--- src/hdl/sxa_pkg.sv ---
// Constants and types for the subtract, exclusive-OR and swap datapath slice
// Function
// - Subtract working register from file register
// - Subtract updates carry, digit-carry, zero flags
// - Destination bit 0 to working, 1 to file
// - Literal XOR into working, zero flag only
// - Nibble swap of file register, flags unchanged
// - File XOR routed by destination, zero only
package sxa_pkg;
  localparam int DATA_W = 8;
  localparam int ADDR_W = 7;
  localparam int FILE_DEPTH = 128;
  localparam logic [ADDR_W-1:0] FILE_ADDR_MAX = 7'h7f;
  localparam int NIB_LO = 0;
  localparam int NIB_HI = 4;
  localparam logic [DATA_W-1:0] W_RESET = 8'h00;
  localparam logic FLAG_RESET = 1'b0;
  localparam logic DEST_WORKING = 1'b0;
  localparam logic DEST_FILE = 1'b1;
  localparam int EXEC_CYCLES = 2;

  typedef enum logic [2:0]
  {
    sxa_op_none,
    sxa_op_subtract_from_file_op,
    sxa_op_xor_literal_op,
    sxa_op_nibble_swap_op,
    sxa_op_xor_with_file_op
  } sxa_op_e;
endpackage

--- src/hdl/sxa_file_mem.sv ---
// File register memory with registered read data
`timescale 1ns/1ps
module sxa_file_mem #(
  parameter int DATA_W = 8,
  parameter int ADDR_W = 7,
  parameter int DEPTH = 128
) (
  input wire logic clock,
  input wire logic [ADDR_W-1:0] rd_addr,
  output logic [DATA_W-1:0] rd_data,
  input wire logic wr_en,
  input wire logic [ADDR_W-1:0] wr_addr,
  input wire logic [DATA_W-1:0] wr_data
);
  logic [DATA_W-1:0] mem [DEPTH];

  always_ff @(posedge clock)
  begin
    if (wr_en)
    begin
      mem[wr_addr] <= wr_data;
    end
    rd_data <= mem[rd_addr];
  end
endmodule // sxa_file_mem

--- src/hdl/sxa_alu.sv ---
// Datapath slice executing subtract, XOR and nibble swap instructions
`timescale 1ns/1ps
module sxa_alu (
  input wire logic clock,
  input wire logic rstn,
  input wire logic op_valid,
  input wire sxa_pkg::sxa_op_e op,
  input wire logic [sxa_pkg::ADDR_W-1:0] file_addr,
  input wire logic dest_sel,
  input wire logic [sxa_pkg::DATA_W-1:0] literal,
  input wire logic load_en,
  input wire logic [sxa_pkg::ADDR_W-1:0] load_addr,
  input wire logic [sxa_pkg::DATA_W-1:0] load_data,
  output logic busy,
  output logic done,
  output logic [sxa_pkg::DATA_W-1:0] result,
  output logic [sxa_pkg::DATA_W-1:0] working,
  output logic file_wr,
  output logic [sxa_pkg::ADDR_W-1:0] file_wr_addr,
  output logic [sxa_pkg::DATA_W-1:0] file_wr_data,
  output logic carry_flag,
  output logic digit_carry_flag,
  output logic zero_flag
);
  import sxa_pkg::*;

  // ------------------------------------------------------------
  // State
  // ------------------------------------------------------------
  typedef enum logic
  {
    sxa_st_idle,
    sxa_st_exec
  } sxa_state_e;

  sxa_state_e state;
  sxa_state_e next_state;
  sxa_op_e cur_op;
  sxa_op_e next_cur_op;
  logic [ADDR_W-1:0] cur_addr;
  logic [ADDR_W-1:0] next_cur_addr;
  logic cur_dest;
  logic next_cur_dest;
  logic [DATA_W-1:0] cur_lit;
  logic [DATA_W-1:0] next_cur_lit;
  logic [DATA_W-1:0] next_working;
  logic [DATA_W-1:0] next_result;
  logic next_done;
  logic next_busy;
  logic next_file_wr;
  logic [ADDR_W-1:0] next_file_wr_addr;
  logic [DATA_W-1:0] next_file_wr_data;
  logic next_carry_flag;
  logic next_digit_carry_flag;
  logic next_zero_flag;
  logic [DATA_W-1:0] file_val;
  logic [DATA_W-1:0] alu_out;
  logic [ADDR_W-1:0] mem_wr_addr;
  logic [DATA_W-1:0] mem_wr_data;
  logic mem_wr_en;

  // ------------------------------------------------------------
  // File registers
  // ------------------------------------------------------------
  always_comb
  begin
    mem_wr_en = load_en | next_file_wr;
    mem_wr_addr = next_file_wr ? next_file_wr_addr : load_addr;
    mem_wr_data = next_file_wr ? next_file_wr_data : load_data;
  end

  sxa_file_mem #(
    .DATA_W(DATA_W),
    .ADDR_W(ADDR_W),
    .DEPTH(FILE_DEPTH)
  ) u_mem (
    .clock(clock),
    .rd_addr(file_addr),
    .rd_data(file_val),
    .wr_en(mem_wr_en),
    .wr_addr(mem_wr_addr),
    .wr_data(mem_wr_data)
  );

  // ------------------------------------------------------------
  // Next state
  // ------------------------------------------------------------
  always_comb
  begin
    next_state = state;
    next_cur_op = cur_op;
    next_cur_addr = cur_addr;
    next_cur_dest = cur_dest;
    next_cur_lit = cur_lit;
    next_working = working;
    next_result = result;
    next_done = 1'b0;
    next_busy = 1'b0;
    next_file_wr = 1'b0;
    next_file_wr_addr = file_wr_addr;
    next_file_wr_data = file_wr_data;
    next_carry_flag = carry_flag;
    next_digit_carry_flag = digit_carry_flag;
    next_zero_flag = zero_flag;
    alu_out = file_val;
    unique case (state)
      sxa_st_idle:
      begin
        if (op_valid && op != sxa_op_none)
        begin
          next_state = sxa_st_exec;
          next_cur_op = op;
          next_cur_addr = file_addr;
          next_cur_dest = dest_sel;
          next_cur_lit = literal;
          next_busy = 1'b1;
        end
      end
      sxa_st_exec:
      begin
        next_state = sxa_st_idle;
        next_done = 1'b1;
        unique case (cur_op)
          sxa_op_subtract_from_file_op:
          begin
            alu_out = file_val - working;
            next_carry_flag = (working <= file_val);
            next_digit_carry_flag = (working[NIB_HI-1:NIB_LO] <= file_val[NIB_HI-1:NIB_LO]);
            next_zero_flag = (alu_out == '0);
          end
          sxa_op_xor_literal_op:
          begin
            alu_out = working ^ cur_lit;
            next_zero_flag = (alu_out == '0);
          end
          sxa_op_nibble_swap_op:
          begin
            alu_out = {file_val[NIB_HI-1:NIB_LO], file_val[DATA_W-1:NIB_HI]};
          end
          sxa_op_xor_with_file_op:
          begin
            alu_out = working ^ file_val;
            next_zero_flag = (alu_out == '0);
          end
          default:
          begin
            alu_out = file_val;
          end
        endcase
        next_result = alu_out;
        // Literal form always targets working register
        if (cur_op == sxa_op_xor_literal_op || cur_dest == DEST_WORKING)
        begin
          next_working = alu_out;
        end
        else
        begin
          next_file_wr = 1'b1;
          next_file_wr_addr = cur_addr;
          next_file_wr_data = alu_out;
        end
      end
    endcase
  end

  always_ff @(posedge clock or negedge rstn)
  begin
    if (!rstn)
    begin
      state <= sxa_st_idle;
      cur_op <= sxa_op_none;
      cur_addr <= '0;
      cur_dest <= DEST_WORKING;
      cur_lit <= '0;
      working <= W_RESET;
      result <= '0;
      done <= 1'b0;
      busy <= 1'b0;
      file_wr <= 1'b0;
      file_wr_addr <= '0;
      file_wr_data <= '0;
      carry_flag <= FLAG_RESET;
      digit_carry_flag <= FLAG_RESET;
      zero_flag <= FLAG_RESET;
    end
    else
    begin
      state <= next_state;
      cur_op <= next_cur_op;
      cur_addr <= next_cur_addr;
      cur_dest <= next_cur_dest;
      cur_lit <= next_cur_lit;
      working <= next_working;
      result <= next_result;
      done <= next_done;
      busy <= next_busy;
      file_wr <= next_file_wr;
      file_wr_addr <= next_file_wr_addr;
      file_wr_data <= next_file_wr_data;
      carry_flag <= next_carry_flag;
      digit_carry_flag <= next_digit_carry_flag;
      zero_flag <= next_zero_flag;
    end
  end

  // ------------------------------------------------------------
  // Checks
  // ------------------------------------------------------------
  sub_result_a: assert property (@(posedge clock) disable iff (!rstn)
    (state == sxa_st_exec && cur_op == sxa_op_subtract_from_file_op)
      |=> result == 8'($past(file_val) - $past(working)))
    else $error("subtract result wrong");
  sub_carry_a: assert property (@(posedge clock) disable iff (!rstn)
    (state == sxa_st_exec && cur_op == sxa_op_subtract_from_file_op)
      |=> carry_flag == ($past(working) <= $past(file_val)))
    else $error("carry wrong after subtract");
  sub_dcarry_a: assert property (@(posedge clock) disable iff (!rstn)
    (state == sxa_st_exec && cur_op == sxa_op_subtract_from_file_op)
      |=> digit_carry_flag == ($past(working[3:0]) <= $past(file_val[3:0])))
    else $error("digit carry wrong after subtract");
  dest_file_a: assert property (@(posedge clock) disable iff (!rstn)
    (state == sxa_st_exec && cur_op != sxa_op_xor_literal_op && cur_dest == DEST_FILE)
      |=> file_wr && $stable(working) && file_wr_data == result)
    else $error("file destination not honoured");
  dest_work_a: assert property (@(posedge clock) disable iff (!rstn)
    (state == sxa_st_exec && cur_dest == DEST_WORKING) |=> !file_wr && working == result)
    else $error("working destination not honoured");
  lit_xor_a: assert property (@(posedge clock) disable iff (!rstn)
    (state == sxa_st_exec && cur_op == sxa_op_xor_literal_op)
      |=> working == ($past(working) ^ $past(cur_lit)) && $stable(carry_flag)
        && $stable(digit_carry_flag) && !file_wr)
    else $error("literal xor wrong");
  swap_flags_a: assert property (@(posedge clock) disable iff (!rstn)
    (state == sxa_st_exec && cur_op == sxa_op_nibble_swap_op)
      |=> result == {$past(file_val[3:0]), $past(file_val[7:4])} && $stable(zero_flag)
        && $stable(carry_flag) && $stable(digit_carry_flag))
    else $error("nibble swap wrong");
  file_xor_a: assert property (@(posedge clock) disable iff (!rstn)
    (state == sxa_st_exec && cur_op == sxa_op_xor_with_file_op)
      |=> result == ($past(working) ^ $past(file_val)) && $stable(carry_flag))
    else $error("file xor wrong");
  zero_flag_a: assert property (@(posedge clock) disable iff (!rstn)
    (done && $past(cur_op) != sxa_op_nibble_swap_op) |-> zero_flag == (result == 8'h00))
    else $error("zero flag disagrees with result");
endmodule // sxa_alu

--- config.mk ---
export PLATFORM = sky130hd
export DESIGN_NAME = sxa_alu
export DESIGN_NICKNAME = d
export VERILOG_FILES = /design/src/hdl/sxa_pkg.sv /design/src/hdl/sxa_file_mem.sv /design/src/hdl/sxa_alu.sv
export SDC_FILE = /design/constraint.sdc
export NUM_CORES = 1
export LEC_CHECK = 0
export BUFFER_PORTS_ARGS = -buffer_cell sky130_fd_sc_hd__buf_4
export CAP_MARGIN = 0
export CORE_MARGIN = 5
export CORE_UTILIZATION = 60
export CTS_BUF_LIST = sky130_fd_sc_hd__clkbuf_16
export CTS_CLUSTER_DIAMETER = 50
export DETAILED_ROUTE_END_ITERATION = 10
export PLACE_DENSITY_LB_ADDON = 0.15
export SLEW_MARGIN = 40
export SYNTH_ARGS = -nofsm -noshare
export SYNTH_HDL_FRONTEND = slang
export SYNTH_HIERARCHICAL = 1
export SYNTH_SLANG_ARGS = --single-unit
--- constraint.sdc ---
create_clock -name clock -period 15.5 [get_ports clock]
set_clock_uncertainty 0.15 [all_clocks]
set_input_delay 1.55 -clock clock [delete_from_list [all_inputs] [get_ports clock]]
set_output_delay 1.55 -clock clock [all_outputs]
set_load 0.01 [all_outputs]
Word-level counts from Yosys, hierarchy flattened

Memory sizes are Yosys's and may differ from the RTL's. A register that Yosys moved wholly into a read port is not among the register bits.
Cells that the tools add are included.

Flip-flop bits (word level): 57
Bits in writable memories: 1024
Output and inout port bits: 37
Word-level logic and storage cells: 55
Memories: 1

Memories:

| name      | depth | bits a word | rd ports | clocked after Yosys merged registers in | write ports | RTL line           | text |
|---|---|---|---|---|---|---|---|
| u_mem.mem | 128   | 8           | 1        | 1                                       | 1           | sxa_file_mem.sv:15 | `logic [DATA_W-1:0] mem [DEPTH];` |

$add $sub $neg: 1
$lt $le $gt $ge: 2
Equal/unequal tests: 4
Muxes and demuxes: 16
Bitwise logic cells: 5
Reductions and logical operators: 11

Operator list:

| kind                                                                   | count |
|---|---|
| 8-bit case mux with 4 select lines                                     | 1 |
| 8-bit logical NOT                                                      | 3 |
| 8-bit 2-to-1 mux                                                       | 3 |
| 7-bit 2-to-1 mux                                                       | 3 |
| 8-bit bitwise XOR                                                      | 2 |
| 8-bit <= comparator                                                    | 1 |
| 2-bit AND reduction                                                    | 4 |
| 8-bit subtractor                                                       | 1 |
| 1-bit 2-to-1 mux                                                       | 7 |
| 3-bit by 2-bit equality test with 1-bit output (second input constant) | 2 |
| 3-bit nonzero test                                                     | 2 |
| 4-bit <= comparator                                                    | 1 |
| 3-bit by 1-bit equality test with 1-bit output (second input constant) | 1 |
| 3-bit equality test (second input constant)                            | 1 |
| 1-bit case mux with 3 select lines                                     | 1 |
| 1-bit inverter                                                         | 2 |
| 1-bit case mux with 2 select lines                                     | 1 |
| 1-bit logical AND                                                      | 1 |
| 1-bit logical OR                                                       | 1 |
| 1-bit OR                                                               | 1 |

Longest topological paths before layout

Gate-level depths: netlist (run 1).

Depth in word-level cells: 7
Depth in mapped cells: 14

Hierarchy

The synthesis (run 1) kept the hierarchy.

By module, submodules not included:

| module       | times used | cells each | area an instance (sq um) |
|---|---|---|---|
| sxa_file_mem | 1          | 1635       | 39665.5 |
| sxa_alu      | 1          | 357        | 3342.0 |

Least setup slack after synthesis (run 1)

Ideal clock, no wire load.

Path type: register to register
Start: register working[1] (netlist name)
End: memory u_mem.mem[0][7], data pin
Setup time: 0.891 ns
Arrival: 5.363 ns
Required time: 14.459 ns
Path slack: 9.096 ns
Cell stages (with the launch flop): 9
Buffers on the path: 0
Cell sequence: dfrtp_1 inv_1 ha_1 nor2b_1 o31a_4 a31oi_2 mux2i_1 a2111oi_4 a21oi_1

Cells in the longest elaborated chain, start to end: 5

Ends and longest elaborated chain:

| what                               | RTL line           | text |
|---|---|---|
| start, declared                    | sxa_alu.sv:17      | `output logic [sxa_pkg::DATA_W-1:0] working,` |
| start signal, assigned             | sxa_alu.sv:193     | `working <= next_working;` |
| 8-bit subtractor                   | sxa_alu.sv:126     | `alu_out = file_val - working;` |
| 8-bit case mux with 4 select lines | sxa_alu.sv:123     | `unique case (cur_op)` |
| 8-bit 2-to-1 mux                   | sxa_alu.sv:152     | `if (cur_op == sxa_op_xor_literal_op \|\| cur_dest == DEST_WORKING)` |
| 8-bit 2-to-1 mux                   | sxa_alu.sv:106     | `unique case (state)` |
| 8-bit 2-to-1 mux                   | sxa_alu.sv:69      | `mem_wr_data = next_file_wr ? next_file_wr_data : load_data;` |
| net mem_wr_data[7]                 | sxa_alu.sv:59      | `logic [DATA_W-1:0] mem_wr_data;` |
| end, declared                      | sxa_file_mem.sv:15 |  |

The timed path passes the listed nets, and every way through them passes these cells.

Final worst setup path (run 1)

Start: register cur_op[2]
End: memory u_mem.mem[22][3] (enable)

Elaborated cells between the ends (all ways): 10
Classes of those cells: eq/ne: 1; mux: 7; bitwise: 1; reduce/logical: 1

RTL lines:

| what                                                 | RTL line       | text |
|---|---|---|
| start, declared                                      | sxa_alu.sv:38  | `sxa_op_e cur_op;` |
| start signal, assigned                               | sxa_alu.sv:171 | `cur_op <= sxa_op_none;` |
| start signal, assigned                               | sxa_alu.sv:189 | `cur_op <= next_cur_op;` |
| 3-bit by 2-bit equality test with 1-bit output (*)   | sxa_alu.sv:152 |  |
| 1-bit logical OR (*)                                 | sxa_alu.sv:152 |  |
| 7-bit 2-to-1 mux or 1-bit 2-to-1 mux (tied branches) | sxa_alu.sv:152 |  |
| 7-bit 2-to-1 mux or 1-bit 2-to-1 mux (tied branches) | sxa_alu.sv:106 |  |
| 7-bit 2-to-1 mux (*)                                 | sxa_alu.sv:68  | `mem_wr_addr = next_file_wr ? next_file_wr_addr : load_addr;` |
| net mem_wr_addr[0]                                   | sxa_alu.sv:58  | `logic [ADDR_W-1:0] mem_wr_addr;` |

The timed path passes the listed nets; every way through them passes the cells marked *.

==> results_tabular.tex, run 1 <==
\begin{tabular}{lr}
\hline
Metric & Value \\
\hline
\multicolumn{2}{l}{\textbf{Synth}} \\
\quad Post-Syn Nets & a little over 2k \\
\quad Sequential element share of the synthesized area & 0.751 \\
\quad FFs w/ async S/R, synth & 0.0515 \\
\quad Post-synth cell types & 68 \\
\quad Netlist area before placement & 0.0430 mm\^{}2 \\
\quad Post-Synth Simple-Gate Area & 0.0302 \\
\quad Cell taking the most area after synthesis & sky130\_fd\_sc\_hd\_\_edfxtp\_1 \\
\quad Yosys top cell area share & 0.715 \\
\quad Largest family of logic cells by synthesized area & multiplexers \\
\quad Most common flop cell mapped by yosys & sky130\_fd\_sc\_hd\_\_edfxtp\_1 \\
\quad Adder-Cell Fraction of Synth Area & 0.00425 \\
\quad Instance count of the mapped netlist & 1992 \\
\quad Total number of yosys warnings & 6 \\
\quad Post-synth EDFFs & 1024 \\
\quad Area contributors post-synth & sky130\_fd\_sc\_hd\_\_edfxtp\_1 71\%, sky130\_fd\_sc\_hd\_\_mux4\_2 18\%, sky130\_fd\_sc\_hd\_\_dfrtp\_1 3.3\%, sky130\_fd\_sc\_hd\_\_nor2\_1 1.3\%, sky130\_fd\_sc\_hd\_\_mux2\_2 0.89\% \\
\quad Compound-cell area share of the yosys netlist & 0.0134 \\
\quad Mux contribution to synthesized area & 0.185 \\
\quad Post-synthesis share of cell area spent on xor and xnor gates & 0.00244 \\
\quad Flip-flop and latch count after synthesis & 1088 \\
\quad Syn Area/Cell & 21.6 um\^{}2 \\
\multicolumn{2}{l}{\textbf{Route}} \\
\quad Total met2 wirelength after detailed routing & between 50000 and 60000 um \\
\quad Antenna Nets Post-Route & 0 \\
\quad Top Metal Used & met5 \\
\quad Final Routed Wirelength & 102000 um \\
\quad Met1 Routed Length & 38200 um \\
\quad Vias per cell & around 6.7 \\
\quad Total number of vias & 21.1k \\
\quad Detailed-route DRC error count & 0 \\
\quad Average detailed-routed wire length per instance & roughly 32 um \\
\quad DR iter-0 viols & 2609 \\
\quad Pre-Repair DR Iteration Count & 6 \\
\quad Met3 wirelength from detailed routing & 10300 um \\
\multicolumn{2}{l}{\textbf{Finish}} \\
\quad Final nets & 2167 \\
\quad Fillers & 4276 \\
\quad Area growth, synth to finish & 13.9\% \\
\quad Commonest cells after routing, fill and taps aside & 1024 x sky130\_fd\_sc\_hd\_\_edfxtp\_1, 336 x sky130\_fd\_sc\_hd\_\_mux4\_2, 113 x sky130\_fd\_sc\_hd\_\_clkbuf\_16, 96 x sky130\_fd\_sc\_hd\_\_buf\_4, 93 x sky130\_fd\_sc\_hd\_\_nor2\_1 \\
\quad Share of cells above drive strength 1 & 0.342 \\
\quad Most common library cell in the layout ignoring fill and taps & sky130\_fd\_sc\_hd\_\_edfxtp\_1 \\
\quad Non-Filler Cell Area, Final & 0.0490 mm\^{}2 \\
\multicolumn{2}{l}{\textbf{Timing}} \\
\quad Worst slew slack as a fraction of its limit & 0.408 \\
\quad Final min period & 5.67 ns \\
\quad Final TNS setup & 0 ns \\
\quad Final setup violation count & 0 \\
\quad FMAX & roughly 180 MHz \\
\quad Worst Tran Pin Value & 0.885 ns \\
\quad Final period utilization & 0.366 \\
\quad Unrepaired setup endpoints after global routing & false \\
\quad Number of failing hold endpoints at the final stage & 0 \\
\quad Number of max-slew violations in the final report & 0 \\
\quad Worst hold slack & 0.332 ns \\
\multicolumn{2}{l}{\textbf{Setup path}} \\
\quad Required time at the endpoint of the critical path & 15.65 ns \\
\quad Crit-path cells & nand2b\_4 -> o21ai\_0 -> or2\_1 -> inv\_2 -> nand2\_1 -> nand2\_2 -> nor2b\_1 -> nand3\_1 -> buf\_4 -> nor2\_1 \\
\quad Highest fanout seen on the critical path & 33 \\
\quad Cell with the biggest individual delay on the critical path & sky130\_fd\_sc\_hd\_\_nor2\_1 \\
\quad Critical path class & flop to flop \\
\quad Gate family responsible for the most delay along the worst path & simple AND/OR/NAND/NOR gates \\
\quad Data arrival, critical path & 5.82 ns \\
\quad WP buf/inv & 2 \\
\quad Critical Path Sink Type & flop \\
\quad Maximum single-stage delay on the critical path & 0.71 ns \\
\quad Worst Setup Start Kind & flop \\
\multicolumn{2}{l}{\textbf{Power and ir drop}} \\
\quad Leakage power of the design & 0.0157 uW \\
\quad IR Drop Worst-Case VDD & 116 uV \\
\quad Power per unit of standard cell area & 144 mW/mm\^{}2 \\
\quad Post-layout power & just over 7000 uW \\
\multicolumn{2}{l}{\textbf{Global route}} \\
\quad Wire length of the first global-routing pass & 148000 um \\
\quad Total Routing Usage GR & 0.265 \\
\quad Via count of the first global-routing pass & about 21k \\
\quad Pin count of the biggest net entering global routing & 95 \\
\quad Remaining global-route overflow & 0 \\
\quad Number of antenna violations at the first check in global routing & 4 \\
\multicolumn{2}{l}{\textbf{Placed design}} \\
\quad Final weighted congestion in routability-driven placement & 0.886 \\
\quad Final HPWL from detailed placement & slightly above 60000 um \\
\quad \# port buffers & 74 \\
\quad DP Area & 0.0450 mm\^{}2 \\
\multicolumn{2}{l}{\textbf{Floorplanning}} \\
\quad Die X-Extent & 278 um \\
\quad I/O pins & 75 \\
\quad Die area & 0.0771 mm\^{}2 \\
\quad Initial Utilization & 0.604 \\
\quad Num rows & 98 \\
\quad Placeable core region & around 0.071 mm\^{}2 \\
\quad Vertical die dimension & between 200 and 300 um \\
\multicolumn{2}{l}{\textbf{Outcome}} \\
\quad Run status & complete, no violations \\
\multicolumn{2}{l}{\textbf{CTS}} \\
\quad CTS buffer count & between 100 and 150 \\
\quad Number of H-tree branching levels & 3 \\
\quad Clock root buffer & sky130\_fd\_sc\_hd\_\_clkbuf\_16 \\
\quad CTS-repair resized insts & 0 \\
\quad Clock tree from TritonCTS & done \\
\quad Clock latency on the worst-skew pair & 0.67 ns \\
\quad Num Clock Sinks & roughly 1.1k \\
\quad Post-CTS Hold Buffers & 0 \\
\quad Clock edge transition at the registers on the reported setup and hold paths & 0.06 ns \\
\quad Setup bufs post-CTS & 0 \\
\quad Worst-case clock buffer depth & 3 \\
\multicolumn{2}{l}{\textbf{Run}} \\
\quad Maximum Capacitance Violations & 0 \\
\multicolumn{2}{l}{\textbf{Hold path}} \\
\quad Worst min-delay path category & flop to flop \\
\hline
\end{tabular}
-- stage by stage --
step                      utilization  worst slack [ns]  instances
after floorplan                     -              9.10       1992
after global placement          0.627              9.44       2943
after detailed placement        0.631              9.44       2949
after CTS                       0.687              9.95       3164
after global routing            0.688              9.50       3165
final                           0.688              9.83       3166
-- routing by layer --
layer,up-vias,GRT usage
met4,4,0.0759
met3,175,0.0675
li1,8549,-
met5,-,0
met1,11222,0.371
met2,1160,0.427
-- worst reg2reg max path, stage by stage, from the launching register on --
cell                       delay (ns)
sky130_fd_sc_hd__dfrtp_1         0.69
sky130_fd_sc_hd__nand2b_4        0.32
sky130_fd_sc_hd__o21ai_0         0.28
sky130_fd_sc_hd__or2_1           0.59
sky130_fd_sc_hd__inv_2           0.49
sky130_fd_sc_hd__nand2_1         0.23
sky130_fd_sc_hd__nand2_2         0.36
sky130_fd_sc_hd__nor2b_1         0.48
sky130_fd_sc_hd__nand3_1         0.56
sky130_fd_sc_hd__buf_4           0.44
sky130_fd_sc_hd__nor2_1          0.71
-- cell type report --
type,count,area [um^2],area share
Sequential cell,1088,32300,0.660
Multi-Input combinational cell,778,10400,0.213
Clock buffer,113,2830,0.0577
Tap cell,950,1190,0.0243
Clock inverter,102,1110,0.0227
Timing Repair Buffer,115,1030,0.0211
Inverter,19,71.3,0.00146
Antenna cell,1,2.50,0.0000511
-- sequential cells by signal, indices dropped and copies added (netlist names) --
register	cells
carry_flag	1
cur_lit	8
digit_carry_flag	1
done	1
u_mem/mem	1024
cur_addr	7
busy	1
zero_flag	1
cur_op	3
file_wr_data	8
working	8
cur_dest	1
file_wr_addr	7
result	8
u_mem/rd_data	8
file_wr	1
-- path summary, 6_finish.rpt --
kind / start / slack (ns) / cells after the start / end
setup / recovery: cur_op[2]$_DFFE_PN0P_ / 9.83 / 10 / u_mem/mem[22][3]$_DFFE_PP_
hold / removal: file_wr_addr[3]$_DFF_PN0_ / 0.33 / 2 / file_wr_addr[3]$_DFF_PN0_
max in group asynchronous: rstn / 13.93 / 1 / cur_addr[4]$_DFFE_PN0P_
hold reg to reg: file_wr_addr[3]$_DFF_PN0_ / 0.33 / 2 / file_wr_addr[3]$_DFF_PN0_
setup reg to reg: cur_op[2]$_DFFE_PN0P_ / 9.83 / 10 / u_mem/mem[22][3]$_DFFE_PP_
min in group asynchronous: rstn / 0.78 / 1 / result[1]$_DFFE_PN0P_
-- cell usage after synthesis, drive strengths merged (3+ instances only) --
library cell	instances
edfxtp	1024
mux4	336
nor2	151
nand2	71
buf	58
dfrtp	56
clkbuf	49
mux2	34
a21oi	25
inv	19
o21ai	19
nand3	14
nor2b	14
ha	13
nor3	13
a31oi	9
dfxtp	8
nand2b	7
xor2	7
xnor2	5
a22oi	4
and2	4
nand4	4
o22ai	4
o31ai	3
or2	3
or3	3
-- logic make-up after synthesis --
logic type                 Yosys count
xor gates and xnor gates            12
AOI/OAI and AO/OA                   85
buffers and inverters              126
muxes                              372
DFF                               1088
adders and majority gates           14
and+or+nand+nor                    295
-- report_power, final --
part / internal (uW) / switching, uW / total [uW]
Sequential: 3380 / 77.0 / 3460
Combinational: 301 / 497 / 798
Clock: 1660 / 1140 / 2800
No activity file was read; power rests on OpenSTA's default activity.
==> run 2: changes to the inputs <==
==> constraint.sdc (replaced) <==
create_clock -name clock -period 5.7 [get_ports clock]
set_clock_uncertainty 0.15 [all_clocks]
set_input_delay 0.57 -clock clock [delete_from_list [all_inputs] [get_ports clock]]
set_output_delay 0.57 -clock clock [all_outputs]
set_load 0.01 [all_outputs]
==> run 2 against run 1 <==
  * Maximum frequency grew 13%
  * Die area unchanged
  * Core utilization about the same
  * First-iteration DRC count rose by 0.92%
  * Critical endpoint is now u_mem/mem[80][5]$_DFFE_PP_
==> results_tabular.tex, run 2 (synthesis gave the netlist of run 1 again) <==
\begin{tabular}{lr}
\hline
Metric & Value \\
\hline
\multicolumn{2}{l}{\textbf{Outcome}} \\
\quad Run status & complete, no violations \\
\multicolumn{2}{l}{\textbf{CTS}} \\
\quad Clock edge transition at the registers on the reported setup and hold paths & 0.06 ns (about the same) \\
\quad Clock tree from TritonCTS & done \\
\quad Num Clock Sinks & 1088 (unchanged) \\
\quad Clock root buffer & sky130\_fd\_sc\_hd\_\_clkbuf\_16 \\
\quad CTS buffer count & 110 (-2.7\%) \\
\quad Worst-case clock buffer depth & 3 (unchanged) \\
\quad Number of H-tree branching levels & 3 (unchanged) \\
\quad Clock latency on the worst-skew pair & 0.66 ns (about the same) \\
\quad Setup bufs post-CTS & 0 (unchanged) \\
\multicolumn{2}{l}{\textbf{Power and ir drop}} \\
\quad Leakage power of the design & 0.0158 uW (+0.93\%) \\
\quad P\_int & 14400 uW (+170\%) \\
\quad Post-layout power & 18900 uW (+170\%) \\
\quad Power per unit of standard cell area & 387 mW/mm\^{}2 (+170\%) \\
\quad IR Drop Worst-Case VDD & 344 uV (+200\%) \\
\quad Fraction of power consumed by the clock network & 0.387 (-0.010) \\
\quad Proportion of power drawn by flip-flops and latches & 0.495 (+0.005) \\
\quad Switching portion of total power & 0.240 (-0.00254) \\
\quad Combinational power share & 0.119 (+0.006) \\
\quad Net switching power & 4550 uW (+170\%) \\
\multicolumn{2}{l}{\textbf{Timing}} \\
\quad Worst Tran Pin Value & 0.865 ns (-0.0203 ns) \\
\quad Setup slack after layout & 0.679 ns (-9.15 ns) \\
\quad Worst slew slack as a fraction of its limit & 0.423 (+0.0157) \\
\quad Number of failing hold endpoints at the final stage & 0 (unchanged) \\
\quad Number of max-slew violations in the final report & 0 (unchanged) \\
\quad FMAX & 199 MHz (+13\%) \\
\quad Unrepaired setup endpoints after global routing & false \\
\quad Final TNS setup & 0 ns (unchanged) \\
\quad Final setup violation count & 0 (unchanged) \\
\quad Final min period & 5.02 ns (-0.650 ns) \\
\quad Final period utilization & 0.881 (+0.515) \\
\multicolumn{2}{l}{\textbf{Floorplanning}} \\
\quad Num rows & 98 (unchanged) \\
\quad Vertical die dimension & 278 um (unchanged) \\
\quad Die X-Extent & 278 um (unchanged) \\
\quad I/O pins & 75 (unchanged) \\
\quad Die area & 0.0771 mm\^{}2 (unchanged) \\
\quad Placeable core region & 0.0712 mm\^{}2 (unchanged) \\
\quad Initial Utilization & 0.604 (unchanged) \\
\multicolumn{2}{l}{\textbf{Global route}} \\
\quad Total Routing Usage GR & 0.260 (-0.00535) \\
\quad Pin count of the biggest net entering global routing & 129 (+36\%) \\
\quad Wire length of the first global-routing pass & 147000 um (-0.46\%) \\
\quad Number of antenna violations at the first check in global routing & 1 (-3) \\
\quad Via count of the first global-routing pass & 21.2k (-0.74\%) \\
\quad Remaining global-route overflow & 0 (unchanged) \\
\multicolumn{2}{l}{\textbf{Setup path}} \\
\quad Critical path class & flop to flop \\
\quad Required time at the endpoint of the critical path & 5.84 ns (-9.81 ns) \\
\quad Worst Setup Start Kind & flop \\
\quad Data arrival, critical path & 5.16 ns (-0.66 ns) \\
\quad Highest fanout seen on the critical path & 27 (-18\%) \\
\quad Critical Path Sink Type & flop \\
\quad R2R Setup Slk & 0.68 ns (-9.15 ns) \\
\multicolumn{2}{l}{\textbf{Route}} \\
\quad Pre-Repair DR Iteration Count & 7 (+1) \\
\quad Vias per cell & 6.59 (-1.2\%) \\
\quad Final Routed Wirelength & 99400 um (-2.5\%) \\
\quad DR iter-0 viols & 2633 (+0.92\%) \\
\quad Detailed-route DRC error count & 0 (unchanged) \\
\quad Antenna Nets Post-Route & 0 (unchanged) \\
\quad Total number of vias & 21.1k (-0.23\%) \\
\quad Average detailed-routed wire length per instance & 31.1 um (-3.4\%) \\
\multicolumn{2}{l}{\textbf{Finish}} \\
\quad Number of flip-flops in the largest register & 1024 (unchanged) \\
\quad Most common library cell in the layout ignoring fill and taps & sky130\_fd\_sc\_hd\_\_edfxtp\_1 \\
\quad Commonest cells after routing, fill and taps aside & 1024 x sky130\_fd\_sc\_hd\_\_edfxtp\_1, 336 x sky130\_fd\_sc\_hd\_\_mux4\_2, 142 x sky130\_fd\_sc\_hd\_\_nor2\_1, 125 x sky130\_fd\_sc\_hd\_\_buf\_4, 112 x sky130\_fd\_sc\_hd\_\_clkbuf\_16 \\
\quad Area growth, synth to finish & 13.9\% (about the same) \\
\quad Share of cells above drive strength 1 & 0.320 (-0.0221) \\
\quad Utilization after layout & 0.688 (about the same) \\
\quad N\_diodes & 0 (-1) \\
\quad Final nets & 2207 (+1.8\%) \\
\quad Final non-filler cell total & 3196 (+0.95\%) \\
\quad Register bank with the most flops & u\_mem/mem \\
\multicolumn{2}{l}{\textbf{Placed design}} \\
\quad Final HPWL from detailed placement & 60800 um (-2.1\%) \\
\quad Cell count after placement & 2980 (+1.1\%) \\
\quad Final weighted congestion in routability-driven placement & 0.859 (-3.0\%) \\
\quad \# port buffers & 74 (unchanged) \\
\quad Post-Place Worst Slack & 0.800 ns (-8.64 ns) \\
\multicolumn{2}{l}{\textbf{Hold path}} \\
\quad Worst min-delay path category & input port to flop \\
\multicolumn{2}{l}{\textbf{Run}} \\
\quad Maximum Capacitance Violations & 0 (unchanged) \\
\hline
\end{tabular}
==> run 2: changes by cell type in the layout (fill, tap and decap cells not counted), sizes merged <==
cell         change
bufinv           -2
clkinv           -6
buf             +30
clkbuf           -1
diode            -1
clkinvlp         -3
dlygate4sd3     +13
==> run 2: final cells by class <==
type                            count  area (um^2)
Tap cell                          950         1190
Multi-Input combinational cell    778        10300
Fill cell                        4288        22200
Timing Repair Buffer              158         1440
Clock buffer                      112         2800
Clock inverter                     91          928
Inverter                           19         71.3
Sequential cell                  1088        32300
==> run 2: repair_timing <==
action,CTS,global route
hold endpoints to repair,68,0
hold buffers,13,0
gates resized for setup,0,0
==> run 2: layer usage <==
metal | GRT usage | wire (um) | vias to the layer above
li1 | - | - | 8606
met1 | 0.388 | 39000 | 11160
met2 | 0.410 | 48700 | 1156
met3 | 0.0580 | 9580 | 139
met4 | 0.0527 | 2010 | 0
met5 | 0 | 0 | -
==> run 2: worst paths after layout <==
path                                           start                    endpoint  cells after the start
max reg2reg                    cur_op[2]$_DFFE_PN0P_  u_mem/mem[80][5]$_DFFE_PP_                      9
min in group asynchronous                       rstn      cur_lit[1]$_DFFE_PN0P_                      2
max in group asynchronous                       rstn      working[3]$_DFFE_PN0P_                      2
min reg2reg                file_wr_data[6]$_DFF_PN0_   file_wr_data[6]$_DFF_PN0_                      1
max                            cur_op[2]$_DFFE_PN0P_  u_mem/mem[80][5]$_DFFE_PP_                      9
min                                     file_addr[5]     cur_addr[5]$_DFFE_PN0P_                      2
==> run 2: power groups by stage <==
stage                     registers [uW]  clock network [uW]  logic (uW)
after floorplan                     9540                   0        1260
final                               9370                7320        2250
after detailed placement            9530                   0        2240
after global routing                9390                7790        2400
after global placement              9530                   0        2190
after CTS                           9370                7440        2250
==> run 2: stage by stage <==
stage | area, um^2 | hold slack (ns)
floorplan | 43000 | 0.124
global route | 49000 | 0.136
global placement | 45000 | 0.325
finish | 49000 | 0.159
detailed placement | 45100 | 0.335
CTS | 49000 | 0.126
==> run 2: critical path: stages, from the launching register on <==
cell,delay [ns]
sky130_fd_sc_hd__dfrtp_1,0.87
sky130_fd_sc_hd__nand2b_4,0.32
sky130_fd_sc_hd__o21ai_0,0.13
sky130_fd_sc_hd__or2_1,0.49
sky130_fd_sc_hd__inv_2,0.21
sky130_fd_sc_hd__nand2_1,0.09
sky130_fd_sc_hd__nand2_1,0.41
sky130_fd_sc_hd__nor2b_1,0.66
sky130_fd_sc_hd__nand3_1,0.54
sky130_fd_sc_hd__nor2_1,0.77
